## src/hdl/telelink_pkg.sv

```systemverilog
// Shared constants and types for the telegram link
package telelink_pkg;
	localparam int CLK_HZ         = 20_000_000;
	localparam int BAUD_LOW       = 1200;
	localparam int BIT_CYC_LOW    = CLK_HZ / BAUD_LOW;
	localparam int CYCLE_MS_LOW   = 120;
	localparam int CYCLE_CYC_LOW  = CYCLE_MS_LOW * (CLK_HZ / 1000);
	localparam int PULSE_SHORT_MS = 40;
	localparam int PULSE_LONG_MS  = 500;
	localparam int PULSE_SHORT_CYC = PULSE_SHORT_MS * (CLK_HZ / 1000);
	localparam int PULSE_LONG_CYC  = PULSE_LONG_MS * (CLK_HZ / 1000);
	localparam int TIMER_W        = 24;
	localparam int TIMEOUT_SHIFT  = 2;
	localparam int TELEGRAM_BYTES = 6;
	localparam int BYTE_W         = 8;
	localparam int FIFO_DEPTH     = 32;
	localparam int SYNC_W         = 17;
	localparam logic [5:0] HEADER_TAG = 6'h29;
	localparam logic [1:0] EXT_NONE    = 2'h0;
	localparam logic [1:0] EXT_DIGITAL = 2'h1;
	localparam logic [1:0] EXT_ANALOG  = 2'h2;
	localparam logic [7:0] LINE_IDLE_BYTE = 8'hFF;

	typedef enum logic [1:0] {
		BAUD_1200 = 2'b00,
		BAUD_2400 = 2'b01,
		BAUD_4800 = 2'b10,
		BAUD_9600 = 2'b11
	} baud_type;

	typedef enum logic [1:0] {
		RX_IDLE  = 2'b00,
		RX_START = 2'b01,
		RX_DATA  = 2'b10,
		RX_STOP  = 2'b11
	} rx_state_type;
endpackage

```

## src/hdl/byte_stream_if.sv

```systemverilog
// Valid/ready byte stream between the telegram builder, FIFO and serializer
`timescale 1ns/1ps
interface byte_stream_if #(parameter int WIDTH = 8);
	logic             valid;
	logic             ready;
	logic [WIDTH-1:0] data;
	modport source (output valid, output data, input ready);
	modport sink   (input valid, input data, output ready);
endinterface

```

## src/hdl/stream_fifo.sv

```systemverilog
// Synchronous FIFO with valid/ready on both sides
`timescale 1ns/1ps
module stream_fifo #(
	parameter int WIDTH = 8,
	parameter int DEPTH = 32
) (
	input wire logic       sys_clk,
	input wire logic       rst_b,
	byte_stream_if.sink    push,
	byte_stream_if.source  pop
);
	localparam int AW = $clog2(DEPTH);

	logic [WIDTH-1:0] mem [DEPTH];
	logic [AW:0]      wr_ptr_reg;
	logic [AW:0]      rd_ptr_reg;
	logic             full;
	logic             empty;

	// Extra pointer bit tells full from empty
	assign empty = (wr_ptr_reg == rd_ptr_reg);
	assign full  = (wr_ptr_reg[AW] != rd_ptr_reg[AW]) && (wr_ptr_reg[AW-1:0] == rd_ptr_reg[AW-1:0]);
	assign push.ready = !full;
	assign pop.valid  = !empty;
	assign pop.data   = mem[rd_ptr_reg[AW-1:0]];

	// Storage is not reset; only pointers carry state
	always_ff @(posedge sys_clk) begin
		if (push.valid && !full) begin
			mem[wr_ptr_reg[AW-1:0]] <= push.data;
		end
	end

	// Pointer update
	always_ff @(posedge sys_clk or negedge rst_b) begin
		if (!rst_b) begin
			wr_ptr_reg <= '0;
			rd_ptr_reg <= '0;
		end else begin
			if (push.valid && !full) begin
				wr_ptr_reg <= wr_ptr_reg + 1'b1;
			end
			if (pop.ready && !empty) begin
				rd_ptr_reg <= rd_ptr_reg + 1'b1;
			end
		end
	end
endmodule

```

## src/hdl/telecontrol_telegram_link.sv

```systemverilog
// Transmitter and receiver logic of the one-way two-wire telegram link
`timescale 1ns/1ps
module telecontrol_telegram_link #(
	parameter int BIT_CYC         = telelink_pkg::BIT_CYC_LOW,
	parameter int CYCLE_CYC       = telelink_pkg::CYCLE_CYC_LOW,
	parameter int PULSE_SHORT_CYC = telelink_pkg::PULSE_SHORT_CYC,
	parameter int PULSE_LONG_CYC  = telelink_pkg::PULSE_LONG_CYC
) (
	input  wire logic                   sys_clk,
	input  wire logic                   rst_b,
	input  wire telelink_pkg::baud_type baud_sel,
	input  wire logic                   count_input_first,
	input  wire logic                   count_input_second,
	input  wire logic [5:0]             base_in_upper,
	input  wire logic [7:0]             ext_in,
	input  wire logic [7:0]             analog_in,
	input  wire logic [1:0]             ext_mode,
	input  wire logic [1:0]             tx_count_mode,
	output logic                        line_tx,
	input  wire logic                   line_rx,
	input  wire logic [1:0]             rx_count_mode,
	input  wire logic                   pulse_long,
	input  wire logic                   fail_zero,
	output logic                        count_output_first,
	output logic                        count_output_second,
	output logic [5:0]                  base_out_upper,
	output logic [7:0]                  ext_out,
	output logic [7:0]                  analog_out,
	output logic                        link_fail
);
	localparam int TW = telelink_pkg::TIMER_W;
	localparam int NB = telelink_pkg::TELEGRAM_BYTES;

	logic [TW-1:0] bit_cyc;
	logic [TW-1:0] cycle_cyc;
	logic [TW-1:0] pulse_cyc;
	logic [telelink_pkg::SYNC_W-1:0] raw_in;
	logic [telelink_pkg::SYNC_W-1:0] s1_reg, s2_reg, s3_reg, filt_reg;
	logic [1:0]    prev_reg;
	logic [7:0]    cnt_reg [2];
	logic [TW-1:0] poll_tmr_reg;
	logic [7:0]    tel_reg [NB];
	logic [7:0]    tel_next [NB];
	logic [2:0]    push_idx_reg;
	logic [9:0]    tx_shift_reg;
	logic [3:0]    tx_bit_reg;
	logic [TW-1:0] tx_tmr_reg;
	logic          tx_busy_reg;
	logic          line_tx_reg;
	telelink_pkg::rx_state_type rx_state_reg;
	logic [TW-1:0] rx_tmr_reg;
	logic [2:0]    rx_bit_reg;
	logic [7:0]    rx_shift_reg;
	logic          byte_stb_reg;
	logic [7:0]    rxf_reg [NB-1];
	logic [2:0]    asm_idx_reg;
	logic [7:0]    rx_sum;
	logic          valid_reg;
	logic          have_cnt_reg;
	logic [7:0]    last_cnt_reg [2];
	logic [7:0]    data_reg;
	logic [7:0]    ext_val_reg;
	logic [7:0]    analog_reg;
	logic [TW-1:0] to_tmr_reg;
	logic          link_fail_reg;
	logic [1:0]    pulse_reg;
	logic [7:0]    out_dig_reg;
	logic [7:0]    ext_out_reg;
	logic          rxd;

	byte_stream_if #(.WIDTH(telelink_pkg::BYTE_W)) push_if ();
	byte_stream_if #(.WIDTH(telelink_pkg::BYTE_W)) pop_if ();

	// Per-baud timings halve with each step of the selector
	assign bit_cyc   = TW'(BIT_CYC) >> baud_sel;
	assign cycle_cyc = TW'(CYCLE_CYC) >> baud_sel;
	assign pulse_cyc = pulse_long ? TW'(PULSE_LONG_CYC) : TW'(PULSE_SHORT_CYC);

	// Line, base, expansion and count inputs are three-stage synchronised and accepted when stages two and three agree
	assign raw_in = {line_rx, ext_in, base_in_upper, count_input_second, count_input_first};
	genvar gi;
	generate
		for (gi = 0; gi < telelink_pkg::SYNC_W; gi++) begin : g_sync
			always_ff @(posedge sys_clk or negedge rst_b) begin
				if (!rst_b) begin
					s1_reg[gi]   <= 1'b1;
					s2_reg[gi]   <= 1'b1;
					s3_reg[gi]   <= 1'b1;
					filt_reg[gi] <= 1'b1;
				end else begin
					s1_reg[gi] <= raw_in[gi];
					s2_reg[gi] <= s1_reg[gi];
					s3_reg[gi] <= s2_reg[gi];
					if (s2_reg[gi] == s3_reg[gi]) begin
						filt_reg[gi] <= s3_reg[gi];
					end
				end
			end
		end
	endgenerate
	assign rxd = filt_reg[16];

	// Rising edges accumulate into free-running counters; wrap is harmless at the receiver
	generate
		for (gi = 0; gi < 2; gi++) begin : g_txcnt
			always_ff @(posedge sys_clk or negedge rst_b) begin
				if (!rst_b) begin
					prev_reg[gi] <= 1'b1;
					cnt_reg[gi]  <= 8'h00;
				end else begin
					prev_reg[gi] <= filt_reg[gi];
					if (tx_count_mode[gi] && filt_reg[gi] && !prev_reg[gi]) begin
						cnt_reg[gi] <= cnt_reg[gi] + 8'h01;
					end
				end
			end
		end
	endgenerate

	// Telegram image: header, base, two counters, expansion byte, checksum
	always_comb begin
		tel_next[0] = {telelink_pkg::HEADER_TAG, ext_mode};
		tel_next[1] = filt_reg[7:0];
		tel_next[2] = cnt_reg[0];
		tel_next[3] = cnt_reg[1];
		unique case (ext_mode)
			telelink_pkg::EXT_DIGITAL: tel_next[4] = filt_reg[15:8];
			telelink_pkg::EXT_ANALOG:  tel_next[4] = analog_in;
			default:                   tel_next[4] = 8'h00;
		endcase
		tel_next[5] = tel_next[0] + tel_next[1] + tel_next[2] + tel_next[3] + tel_next[4];
	end

	// Poll timer snapshots the inputs and queues one telegram per cycle
	always_ff @(posedge sys_clk or negedge rst_b) begin
		if (!rst_b) begin
			poll_tmr_reg <= '0;
			push_idx_reg <= 3'(NB);
			for (int i = 0; i < NB; i++) begin
				tel_reg[i] <= 8'h00;
			end
		end else begin
			if (poll_tmr_reg == '0) begin
				poll_tmr_reg <= cycle_cyc - 1'b1;
				if (push_idx_reg == 3'(NB)) begin
					tel_reg      <= tel_next;
					push_idx_reg <= 3'h0;
				end
			end else begin
				poll_tmr_reg <= poll_tmr_reg - 1'b1;
				if (push_idx_reg != 3'(NB) && push_if.ready) begin
					push_idx_reg <= push_idx_reg + 3'h1;
				end
			end
		end
	end
	assign push_if.valid = (push_idx_reg != 3'(NB)) && (poll_tmr_reg != '0);
	assign push_if.data  = (push_idx_reg < 3'(NB)) ? tel_reg[push_idx_reg] : 8'h00;

	stream_fifo #(
		.WIDTH(telelink_pkg::BYTE_W),
		.DEPTH(telelink_pkg::FIFO_DEPTH)
	) u_fifo (
		.sys_clk(sys_clk),
		.rst_b  (rst_b),
		.push   (push_if.sink),
		.pop    (pop_if.source)
	);

	// Serializer stalls the FIFO while a character is on the line
	assign pop_if.ready = !tx_busy_reg;
	always_ff @(posedge sys_clk or negedge rst_b) begin
		if (!rst_b) begin
			tx_busy_reg  <= 1'b0;
			tx_shift_reg <= 10'h3FF;
			tx_bit_reg   <= 4'h0;
			tx_tmr_reg   <= '0;
			line_tx_reg  <= 1'b1;
		end else if (!tx_busy_reg) begin
			if (pop_if.valid) begin
				tx_busy_reg  <= 1'b1;
				tx_shift_reg <= {1'b1, pop_if.data, 1'b0};
				tx_bit_reg   <= 4'h0;
				tx_tmr_reg   <= bit_cyc - 1'b1;
				line_tx_reg  <= 1'b0;
			end
		end else if (tx_tmr_reg != '0) begin
			tx_tmr_reg <= tx_tmr_reg - 1'b1;
		end else if (tx_bit_reg == 4'h9) begin
			tx_busy_reg <= 1'b0;
		end else begin
			tx_bit_reg   <= tx_bit_reg + 4'h1;
			tx_shift_reg <= {1'b1, tx_shift_reg[9:1]};
			line_tx_reg  <= tx_shift_reg[1];
			tx_tmr_reg   <= bit_cyc - 1'b1;
		end
	end

	// Receive character: start bit checked at mid-bit, data sampled mid-bit, stop must be high
	always_ff @(posedge sys_clk or negedge rst_b) begin
		if (!rst_b) begin
			rx_state_reg <= telelink_pkg::RX_IDLE;
			rx_tmr_reg   <= '0;
			rx_bit_reg   <= 3'h0;
			rx_shift_reg <= 8'h00;
			byte_stb_reg <= 1'b0;
		end else begin
			byte_stb_reg <= 1'b0;
			if (rx_state_reg != telelink_pkg::RX_IDLE && rx_tmr_reg != '0) begin
				rx_tmr_reg <= rx_tmr_reg - 1'b1;
			end else begin
				unique case (rx_state_reg)
					telelink_pkg::RX_IDLE: if (!rxd) begin
						rx_state_reg <= telelink_pkg::RX_START;
						rx_tmr_reg   <= bit_cyc >> 1;
					end
					telelink_pkg::RX_START: begin
						rx_state_reg <= rxd ? telelink_pkg::RX_IDLE : telelink_pkg::RX_DATA;
						rx_tmr_reg   <= bit_cyc - 1'b1;
						rx_bit_reg   <= 3'h0;
					end
					telelink_pkg::RX_DATA: begin
						rx_shift_reg <= {rxd, rx_shift_reg[7:1]};
						rx_bit_reg   <= rx_bit_reg + 3'h1;
						rx_tmr_reg   <= bit_cyc - 1'b1;
						if (rx_bit_reg == 3'h7) begin
							rx_state_reg <= telelink_pkg::RX_STOP;
						end
					end
					telelink_pkg::RX_STOP: begin
						rx_state_reg <= telelink_pkg::RX_IDLE;
						byte_stb_reg <= rxd;
					end
				endcase
			end
		end
	end

	// Telegram assembly hunts for the header, then checks the checksum on the last byte
	assign rx_sum = rxf_reg[0] + rxf_reg[1] + rxf_reg[2] + rxf_reg[3] + rxf_reg[4];
	always_ff @(posedge sys_clk or negedge rst_b) begin
		if (!rst_b) begin
			asm_idx_reg <= 3'h0;
			valid_reg   <= 1'b0;
			for (int i = 0; i < NB - 1; i++) begin
				rxf_reg[i] <= 8'h00;
			end
		end else begin
			valid_reg <= 1'b0;
			if (byte_stb_reg) begin
				if (asm_idx_reg == 3'(NB - 1)) begin
					valid_reg   <= (rx_sum == rx_shift_reg);
					asm_idx_reg <= 3'h0;
				end else if (asm_idx_reg != 3'h0 || rx_shift_reg[7:2] == telelink_pkg::HEADER_TAG) begin
					rxf_reg[asm_idx_reg] <= rx_shift_reg;
					asm_idx_reg          <= asm_idx_reg + 3'h1;
				end
			end
		end
	end

	// Only a checked telegram updates the held values
	always_ff @(posedge sys_clk or negedge rst_b) begin
		if (!rst_b) begin
			data_reg     <= 8'h00;
			ext_val_reg  <= 8'h00;
			analog_reg   <= 8'h00;
			have_cnt_reg <= 1'b0;
			last_cnt_reg <= '{8'h00, 8'h00};
		end else if (valid_reg) begin
			data_reg     <= rxf_reg[1];
			have_cnt_reg <= 1'b1;
			last_cnt_reg <= '{rxf_reg[2], rxf_reg[3]};
			if (rxf_reg[0][1:0] == telelink_pkg::EXT_DIGITAL) begin
				ext_val_reg <= rxf_reg[4];
			end
			if (rxf_reg[0][1:0] == telelink_pkg::EXT_ANALOG) begin
				analog_reg <= rxf_reg[4];
			end
		end
	end

	// Count differences queue up and leave as equal pulse and pause
	generate
		for (gi = 0; gi < 2; gi++) begin : g_pulse
			logic [15:0]   pend_reg;
			logic [TW-1:0] ph_tmr_reg;
			logic [15:0]   add;
			logic          take;
			assign add  = (valid_reg && have_cnt_reg && rx_count_mode[gi]) ?
				16'(8'(rxf_reg[2 + gi] - last_cnt_reg[gi])) : 16'h0000;
			assign take = (ph_tmr_reg == '0) && !pulse_reg[gi] && (pend_reg != 16'h0000);
			always_ff @(posedge sys_clk or negedge rst_b) begin
				if (!rst_b) begin
					pend_reg      <= 16'h0000;
					ph_tmr_reg    <= '0;
					pulse_reg[gi] <= 1'b0;
				end else begin
					pend_reg <= pend_reg + add - {15'h0000, take};
					if (ph_tmr_reg != '0) begin
						ph_tmr_reg <= ph_tmr_reg - 1'b1;
					end else if (pulse_reg[gi] || take) begin
						pulse_reg[gi] <= !pulse_reg[gi];
						ph_tmr_reg    <= pulse_cyc - 1'b1;
					end
				end
			end
		end
	endgenerate

	// Missing several telegram periods declares the link disturbed
	always_ff @(posedge sys_clk or negedge rst_b) begin
		if (!rst_b) begin
			to_tmr_reg    <= '0;
			link_fail_reg <= 1'b1;
		end else if (valid_reg) begin
			to_tmr_reg    <= cycle_cyc << telelink_pkg::TIMEOUT_SHIFT;
			link_fail_reg <= 1'b0;
		end else if (to_tmr_reg != '0) begin
			to_tmr_reg <= to_tmr_reg - 1'b1;
		end else begin
			link_fail_reg <= 1'b1;
		end
	end

	// Output stage; analog output ignores the failure state on purpose
	always_ff @(posedge sys_clk or negedge rst_b) begin
		if (!rst_b) begin
			out_dig_reg <= 8'h00;
			ext_out_reg <= 8'h00;
		end else if (link_fail_reg && fail_zero) begin
			out_dig_reg <= 8'h00;
			ext_out_reg <= 8'h00;
		end else begin
			out_dig_reg[7:2] <= data_reg[7:2];
			out_dig_reg[1]   <= rx_count_mode[1] ? pulse_reg[1] : data_reg[1];
			out_dig_reg[0]   <= rx_count_mode[0] ? pulse_reg[0] : data_reg[0];
			ext_out_reg      <= ext_val_reg;
		end
	end

	assign line_tx             = line_tx_reg;
	assign count_output_first  = out_dig_reg[0];
	assign count_output_second = out_dig_reg[1];
	assign base_out_upper      = out_dig_reg[7:2];
	assign ext_out             = ext_out_reg;
	assign analog_out          = analog_reg;
	assign link_fail           = link_fail_reg;
endmodule

```

## config.mk

```make
export PLATFORM = sky130hd
export DESIGN_NAME = telecontrol_telegram_link
export DESIGN_NICKNAME = d
export VERILOG_FILES = /design/src/hdl/telelink_pkg.sv /design/src/hdl/byte_stream_if.sv /design/src/hdl/stream_fifo.sv /design/src/hdl/telecontrol_telegram_link.sv
export SDC_FILE = /design/constraint.sdc
export NUM_CORES = 1
export LEC_CHECK = 0
export BUFFER_PORTS_ARGS = -buffer_cell sky130_fd_sc_hd__buf_2
export CORE_AREA = 2 2 336 338
export DETAILED_ROUTE_END_ITERATION = 10
export DIE_AREA = 0 0 338 340
export PLACE_DENSITY_LB_ADDON = 0.2
export SYNTH_ARGS = -nofsm -noshare
export SYNTH_HDL_FRONTEND = slang
export SYNTH_SLANG_ARGS = --single-unit
```

## constraint.sdc

```tcl
create_clock -name sys_clk -period 8.6 [get_ports sys_clk]
set_clock_uncertainty 0.2 [all_clocks]
set_input_delay 1.72 -clock sys_clk [delete_from_list [all_inputs] [get_ports sys_clk]]
set_output_delay 1.72 -clock sys_clk [all_outputs]
set_load 0.005 [all_outputs]
```

== After elaboration in Yosys (flattened, before gate mapping) ==
Memory sizes are Yosys's and may differ from the RTL's.
Cells that the tools add are included.

* Output and inout port bits: 26
* ROM bits: 0
* Latch bits: 0
* Input port bits: 37
* Bits in registers: 454
* Memory bits (writable): 256
* Logic and storage cells: 330
* Memories kept: 1

{| class="wikitable"
|+ Memory list
! memory !! depth !! bits a word !! read ports !! clocked after memory_dff !! write ports !! RTL line !! text
|-
| u_fifo.mem || 32 || 8 || 1 || 0 || 1 || stream_fifo.sv:14 || <nowiki>logic [WIDTH-1:0] mem [DEPTH];</nowiki>
|}

* $lt $le $gt $ge: 4
* Bitwise logic cells: 6
* Equal/unequal tests: 43
* $add $sub $neg: 31
* Shift-type cells: 2
* Reduce and logical (&&, ||, !) cells: 65
* Div/mod/pow operators: 0
* Multiplexer cells: 63
* Multiply operators: 0

{| class="wikitable"
|+ Operators with widths
! operator !! number
|-
| 24-bit two-way mux || 14
|-
| 24-bit by 1-bit subtractor with 24-bit output (second input constant) || 9
|-
| 24-bit nonzero test || 6
|-
| 24-bit logical NOT || 3
|-
| 8-bit adder || 8
|-
| 8-bit two-way mux || 8
|-
| 24-bit one-hot mux with 2 select lines || 1
|-
| 40-bit bitwise mux || 1
|-
| 10-bit two-way mux || 4
|-
| 16-bit by 8-bit adder with 16-bit output || 2
|-
| 16-bit nonzero test || 2
|-
| 16-bit by 1-bit subtractor with 16-bit output || 2
|-
| 8-bit binary-select mux with 3-bit select || 1
|-
| 8-bit demux with 3-bit select || 1
|-
| 15-bit by 2-bit >> shifter with 24-bit output (first input constant) || 1
|-
| 22-bit by 2-bit >> shifter with 24-bit output (first input constant) || 1
|-
| 2-bit AND reduction || 11
|-
| 1-bit logical AND || 19
|-
| 1-bit two-way mux || 18
|-
| 1-bit == test || 17
|-
| 8-bit by 1-bit adder with 8-bit output (second input constant) || 2
|-
| 4-bit two-way mux || 4
|-
| 8-bit one-hot mux with 2 select lines || 1
|-
| 8-bit subtractor || 2
|-
| other kinds (31) || 76
|}

== Depth between registers and ports, before layout ==
* Depth in word-level cells: 7
* Depth in mapped cells: 21
* Depth with buffers taken out: 21

== Cells and area by module ==
A second synthesis with hierarchy kept.

* Cells, all modules: 2631
* Area, all modules: 33494.6 um^2

{| class="wikitable"
|+ Modules (own cells, without submodules)
! module !! area each (um^2) !! seq. area each (um^2) !! times used !! cells each
|-
| telecontrol_telegram_link || 22933.2 || 11113.2 || 1 || 2162
|-
| stream_fifo || 10561.4 || 7987.7 || 1 || 469
|}

== Least setup slack after synthesis ==
OpenSTA, ideal clock, no wires.

* Path type: input-to-reg
* Start point: in ext_mode[1]
* End point: reg tel_reg[7] (netlist name)
* Setup time: 0.126 ns
* Path buffers: 0
* Data arrival time: 4.488 ns
* Slack: 3.786 ns
* Stages on the path: 15
* Required time: 8.274 ns
* Cells stage by stage: fa_1 fa_1 inv_1 fa_1 inv_1 ha_1 inv_1 fa_1 nor2b_1 o21ai_0 nand2b_1 a21o_1 a21oi_1 xnor2_1 o21ai_0

* Cells in the longest elaborated chain, start to end: 4
* Elaborated cells on any way between the ends: 7
* Classes of those cells: add/sub (4); eq/ne (2); mux (1)

{| class="wikitable"
|+ RTL lines
! element !! RTL line !! text
|-
| from (decl) || telecontrol_telegram_link.sv:17 || <nowiki>input wire logic [1:0] ext_mode,</nowiki>
|-
| 8-bit adder (3 in series) || telecontrol_telegram_link.sv:131 || <nowiki>tel_next[5] = tel_next[0] + tel_next[1] + tel_next[2] + tel_next[3] + tel_next[4];</nowiki>
|-
| 8-bit adder (*) || telecontrol_telegram_link.sv:131 ||
|-
| to (signal assigned) || telecontrol_telegram_link.sv:146 || <nowiki>tel_reg <= tel_next;</nowiki>
|-
| to (decl) || telecontrol_telegram_link.sv:42 || <nowiki>logic [7:0] tel_reg [NB];</nowiki>
|}

Mark *: on every way between the ends. The rest lies on a longest branch, timed or not.
A chain may end at the register's enable or synchronous reset.

== Worst setup path in the final report ==
* Start point: reg g_pulse[0].ph_tmr_reg[2]
* End point: reg g_pulse[0].pend_reg[15]

* Cells in the longest elaborated chain, start to end: 4

{| class="wikitable"
|+ RTL lines
! element !! RTL line !! text
|-
| from (decl) || telecontrol_telegram_link.sv:287 || <nowiki>logic [TW-1:0] ph_tmr_reg;</nowiki>
|-
| from (signal assigned) || telecontrol_telegram_link.sv:301 || <nowiki>ph_tmr_reg <= ph_tmr_reg - 1'b1;</nowiki>
|-
| from (signal assigned) || telecontrol_telegram_link.sv:304 || <nowiki>ph_tmr_reg <= pulse_cyc - 1'b1;</nowiki>
|-
| 24-bit logical NOT || telecontrol_telegram_link.sv:292 || <nowiki>assign take = (ph_tmr_reg == '0) && !pulse_reg[gi] && (pend_reg != 16'h0000);</nowiki>
|-
| 1-bit logical AND (2 in series) || telecontrol_telegram_link.sv:292 ||
|-
| 16-bit by 1-bit subtractor with 16-bit output || telecontrol_telegram_link.sv:299 || <nowiki>pend_reg <= pend_reg + add - {15'h0000, take};</nowiki>
|-
| to (signal assigned) || telecontrol_telegram_link.sv:299 ||
|-
| to (decl) || telecontrol_telegram_link.sv:286 || <nowiki>logic [15:0] pend_reg;</nowiki>
|}

No other way between the ends.

==> flow_metrics.env <==
export IMPL_outcome="finished, final reports clean"
export IMPL_whs_ns=0.150
export IMPL_routed_via_density=4.73
export IMPL_layout_common_cells="367 x dfrtp_1, 256 x edfxtp_1, 253 x nand2_1"
export IMPL_powerDensity_mw_per_mm2=222
export IMPL_synth_edf_count=256
export IMPL_cp_max_fo=10
export IMPL_wl_per_cell_um=17.4
export IMPL_area_delta_synth_final_pct=14.5
export IMPL_postCtsHoldBufs=0
export IMPL_ys_warnings_count=0
export IMPL_cap_violations=0
export IMPL_finalPower_mw=8.42
export IMPL_synthArstFlopShare_pct=63.8
export IMPL_critPathSlowestCell="nand4b_1"
export IMPL_grt_usage_pct=13.1
export IMPL_post_cts_buffers=0
export IMPL_slew_violations=0
export IMPL_ys_seq_elements=708
export IMPL_layout_drive_gt1_share_pct=18.0
export IMPL_mostFrequentLayoutCell="dfrtp_1"
export IMPL_grt_pass1_vias=21000
export IMPL_antennaDiodeCount=0
export IMPL_crit_arrival_ns=5.11
export IMPL_numPortBuffers=62
export IMPL_max_stage_delay_ns=0.50
export IMPL_vias=20200
export IMPL_avgSynthCellArea_sq_um=12.6
export IMPL_postRouteAntennaNets=0
export IMPL_cts_sinks=708
export IMPL_netlist_cell_type_count=86
export IMPL_grt_max_degree=166
export IMPL_crit_family="simple AND/OR/NAND/NOR gates"
export IMPL_die_h_um=340
export IMPL_globalplace_congestion=0.788
export IMPL_core_area_sq_mm=0.112
export IMPL_syn_num_nets=2819
export IMPL_cp_data_required_time_ns=8.97
export IMPL_cts_root_buf="clkbuf_16"
export IMPL_clk_path_buf_depth=3
export IMPL_cts_tree="built"
export IMPL_swShare_pct=27.1
export IMPL_rsz0062_at_grt="no"
export IMPL_max_freq_mhz=211
export IMPL_insertion_delay_ns=0.65
export IMPL_worst_slew_pin_slew_ns=1.09
export IMPL_finalCritPeriodShare_pct=55.2
export IMPL_yosysSeqAreaShare_pct=57.7
export IMPL_p_sw_mw=2.28
export IMPL_drt_initial_drc_count=1255
export IMPL_initial_utilization_pct=29.7
export IMPL_fillerInstances=10900
export IMPL_nNetsFinal=2898
export IMPL_finalSetupViolCount=0
export IMPL_grt_pass1_wl_mm=120
export IMPL_drt_pass1_iter_count=5
export IMPL_cts_resized=0
export IMPL_irDropWorstVdd_mv=0.133
export IMPL_fin_setup_tns_ns=0
export IMPL_worstPathCellList="nor3_1 > nand3_1 > nand4b_1 > nor3b_1 > ha_1 > inv_1 > ha_1 > a211oi_1 > nor2_1 > or4_1 > a31oi_1 > o31ai_1 > o41ai_2 > xor2_1"
export IMPL_largest_reg_flops=256
export IMPL_synth_ff_type="dfrtp_1"
export IMPL_rows=123
export IMPL_p_leak_nw=16.1
export IMPL_clkPwrFrac_pct=41.4
export IMPL_syn_cell_area_sq_mm=0.0331
export IMPL_drc=0
export IMPL_p_int_mw=6.14
export IMPL_period_needed_ns=4.75
export IMPL_worst_setup_path_end_kind="flop"
export IMPL_clk_pin_slew_ns=0.06
export IMPL_p_seq_share_pct=45.8
export IMPL_overflow=0
export IMPL_wirelength_mm=74.1
export IMPL_combPwrFrac_pct=12.8
export IMPL_critPathLaunchType="flop"
export IMPL_place_hpwl_mm=48.9
export IMPL_die_area_sq_mm=0.115
export IMPL_slew_headroom_pct=27.2
export IMPL_ios=63
export IMPL_dieWidth_um=338
export IMPL_crit_type="reg2reg"
export IMPL_grt_antenna_before_repair=1
export IMPL_syn_inst=2619
export IMPL_holdCritPathClass="reg2reg"
export IMPL_final_hold_viol_count=0
export IMPL_htreeDepth=3
export IMPL_crit_path_frequent_cell="ha_1"
export IMPL_critPathBufInv=1
export IMPL_cts_made_buffers=82
==> metal layers <==
metal	wire (um)	vias to the layer above	share of wire [%]	global-route usage, %
met4	1610	0	2.2	3.73
met3	2030	108	2.7	1.94
met2	35600	244	48	21.6
li1	-	9563	-	-
met1	34900	10200	47	18.0
met5	0	-	0	0
==> path summary, 6_finish.rpt <==
| check | from | end | slack, ns | cells past startpoint |
|---|---|---|---|---|
| max | g_pulse[0].ph_tmr_reg[2] | g_pulse[0].pend_reg[15] | 3.85 | 14 |
| min | s1_reg[13] | s2_reg[13] | 0.15 | 0 |
| min in group asynchronous | rst_b | tel_reg[25] | 0.82 | 1 |
| min reg2reg | s1_reg[13] | s2_reg[13] | 0.15 | 0 |
| max in group asynchronous | rst_b | u_fifo.rd_ptr_reg[0] | 5.97 | 2 |
| max reg2reg | g_pulse[0].ph_tmr_reg[2] | g_pulse[0].pend_reg[15] | 3.85 | 14 |
==> cells in the mapped netlist, types with 9 or more instances <==
| cell type | n | area share (%) |
|---|---|---|
| dfrtp_1 | 370 | 28 |
| edfxtp_1 | 256 | 23 |
| nand2_1 | 253 | 2.9 |
| nor2_1 | 182 | 2.1 |
| inv_1 | 159 | 1.8 |
| ha_1 | 124 | 4.7 |
| o21ai_0 | 115 | 1.7 |
| xnor2_1 | 94 | 2.5 |
| mux4_2 | 85 | 5.8 |
| a21oi_1 | 83 | 1.3 |
| dfstp_2 | 82 | 6.5 |
| mux2_2 | 73 | 2.5 |
| xor2_1 | 57 | 1.5 |
| nor3_1 | 50 | 0.76 |
| clkbuf_1 | 47 | 0.53 |
| nand3_1 | 46 | 0.70 |
| fa_1 | 39 | 2.4 |
| nor4_1 | 30 | 0.57 |
| buf_2 | 27 | 0.41 |
| mux2i_1 | 25 | 0.76 |
| and2_1 | 23 | 0.43 |
| or3_1 | 23 | 0.43 |
| a21o_1 | 22 | 0.50 |
| nand2b_1 | 19 | 0.36 |
| nor2b_1 | 18 | 0.34 |
| maj3_1 | 17 | 0.51 |
| o21ai_1 | 17 | 0.26 |
| a31oi_1 | 16 | 0.30 |
| a22oi_1 | 15 | 0.34 |
| and3_1 | 15 | 0.28 |
| nand4_1 | 15 | 0.28 |
| a211oi_1 | 14 | 0.32 |
| a21boi_0 | 13 | 0.29 |
| nand3b_1 | 13 | 0.29 |
| o22ai_1 | 13 | 0.25 |
| or4_1 | 10 | 0.23 |
| o21bai_1 | 9 | 0.20 |
==> cell type report <==
| type | count | area (sq um) | area share, % |
|---|---|---|---|
| flip-flops and latches | 708 | 19100 | 50.4 |
| inverters | 160 | 601 | 1.58 |
| clock inverters | 33 | 342 | 0.901 |
| well taps | 1500 | 1880 | 4.95 |
| clock buffers | 115 | 2370 | 6.25 |
| multi-input cells | 1664 | 13100 | 34.6 |
| repair buffers | 82 | 495 | 1.31 |
==> power groups by stage <==
stage / Clock (mW) / Combinational [mW] / Sequential [mW]
after floorplan: 0 / 0.830 / 3.84
after global placement: 0 / 1.06 / 3.90
after detailed placement: 0 / 1.08 / 3.91
after CTS: 3.60 / 1.09 / 3.85
after global routing: 3.74 / 1.24 / 3.88
final: 3.49 / 1.08 / 3.85
==> through the flow <==
| step | cells | setup slack [ns] | area (sq um) | utilization (%) |
|---|---|---|---|---|
| global route | 4262 | 3.27 | 37900 | 34.0 |
| global placement | 4114 | 3.45 | 35200 | 31.5 |
| floorplan | 2619 | 3.79 | 33100 | - |
| finish | 4262 | 3.85 | 37900 | 34.0 |
| detailed placement | 4114 | 3.49 | 35200 | 31.5 |
| CTS | 4262 | 3.79 | 37900 | 34.0 |
==> cell families after synthesis <==
family / Yosys count / share of synthesized area [%]
AND/OR/NAND/NOR: 757 / 11.2
flip-flops: 708 / 57.7
AO/OA/AOI/OAI: 389 / 7.37
buffers and inverters: 247 / 2.99
multiplexers: 187 / 9.16
adder cells (fa/ha/maj): 180 / 7.56
XOR/XNOR: 151 / 3.99
Power figures use the tool's default switching activity.
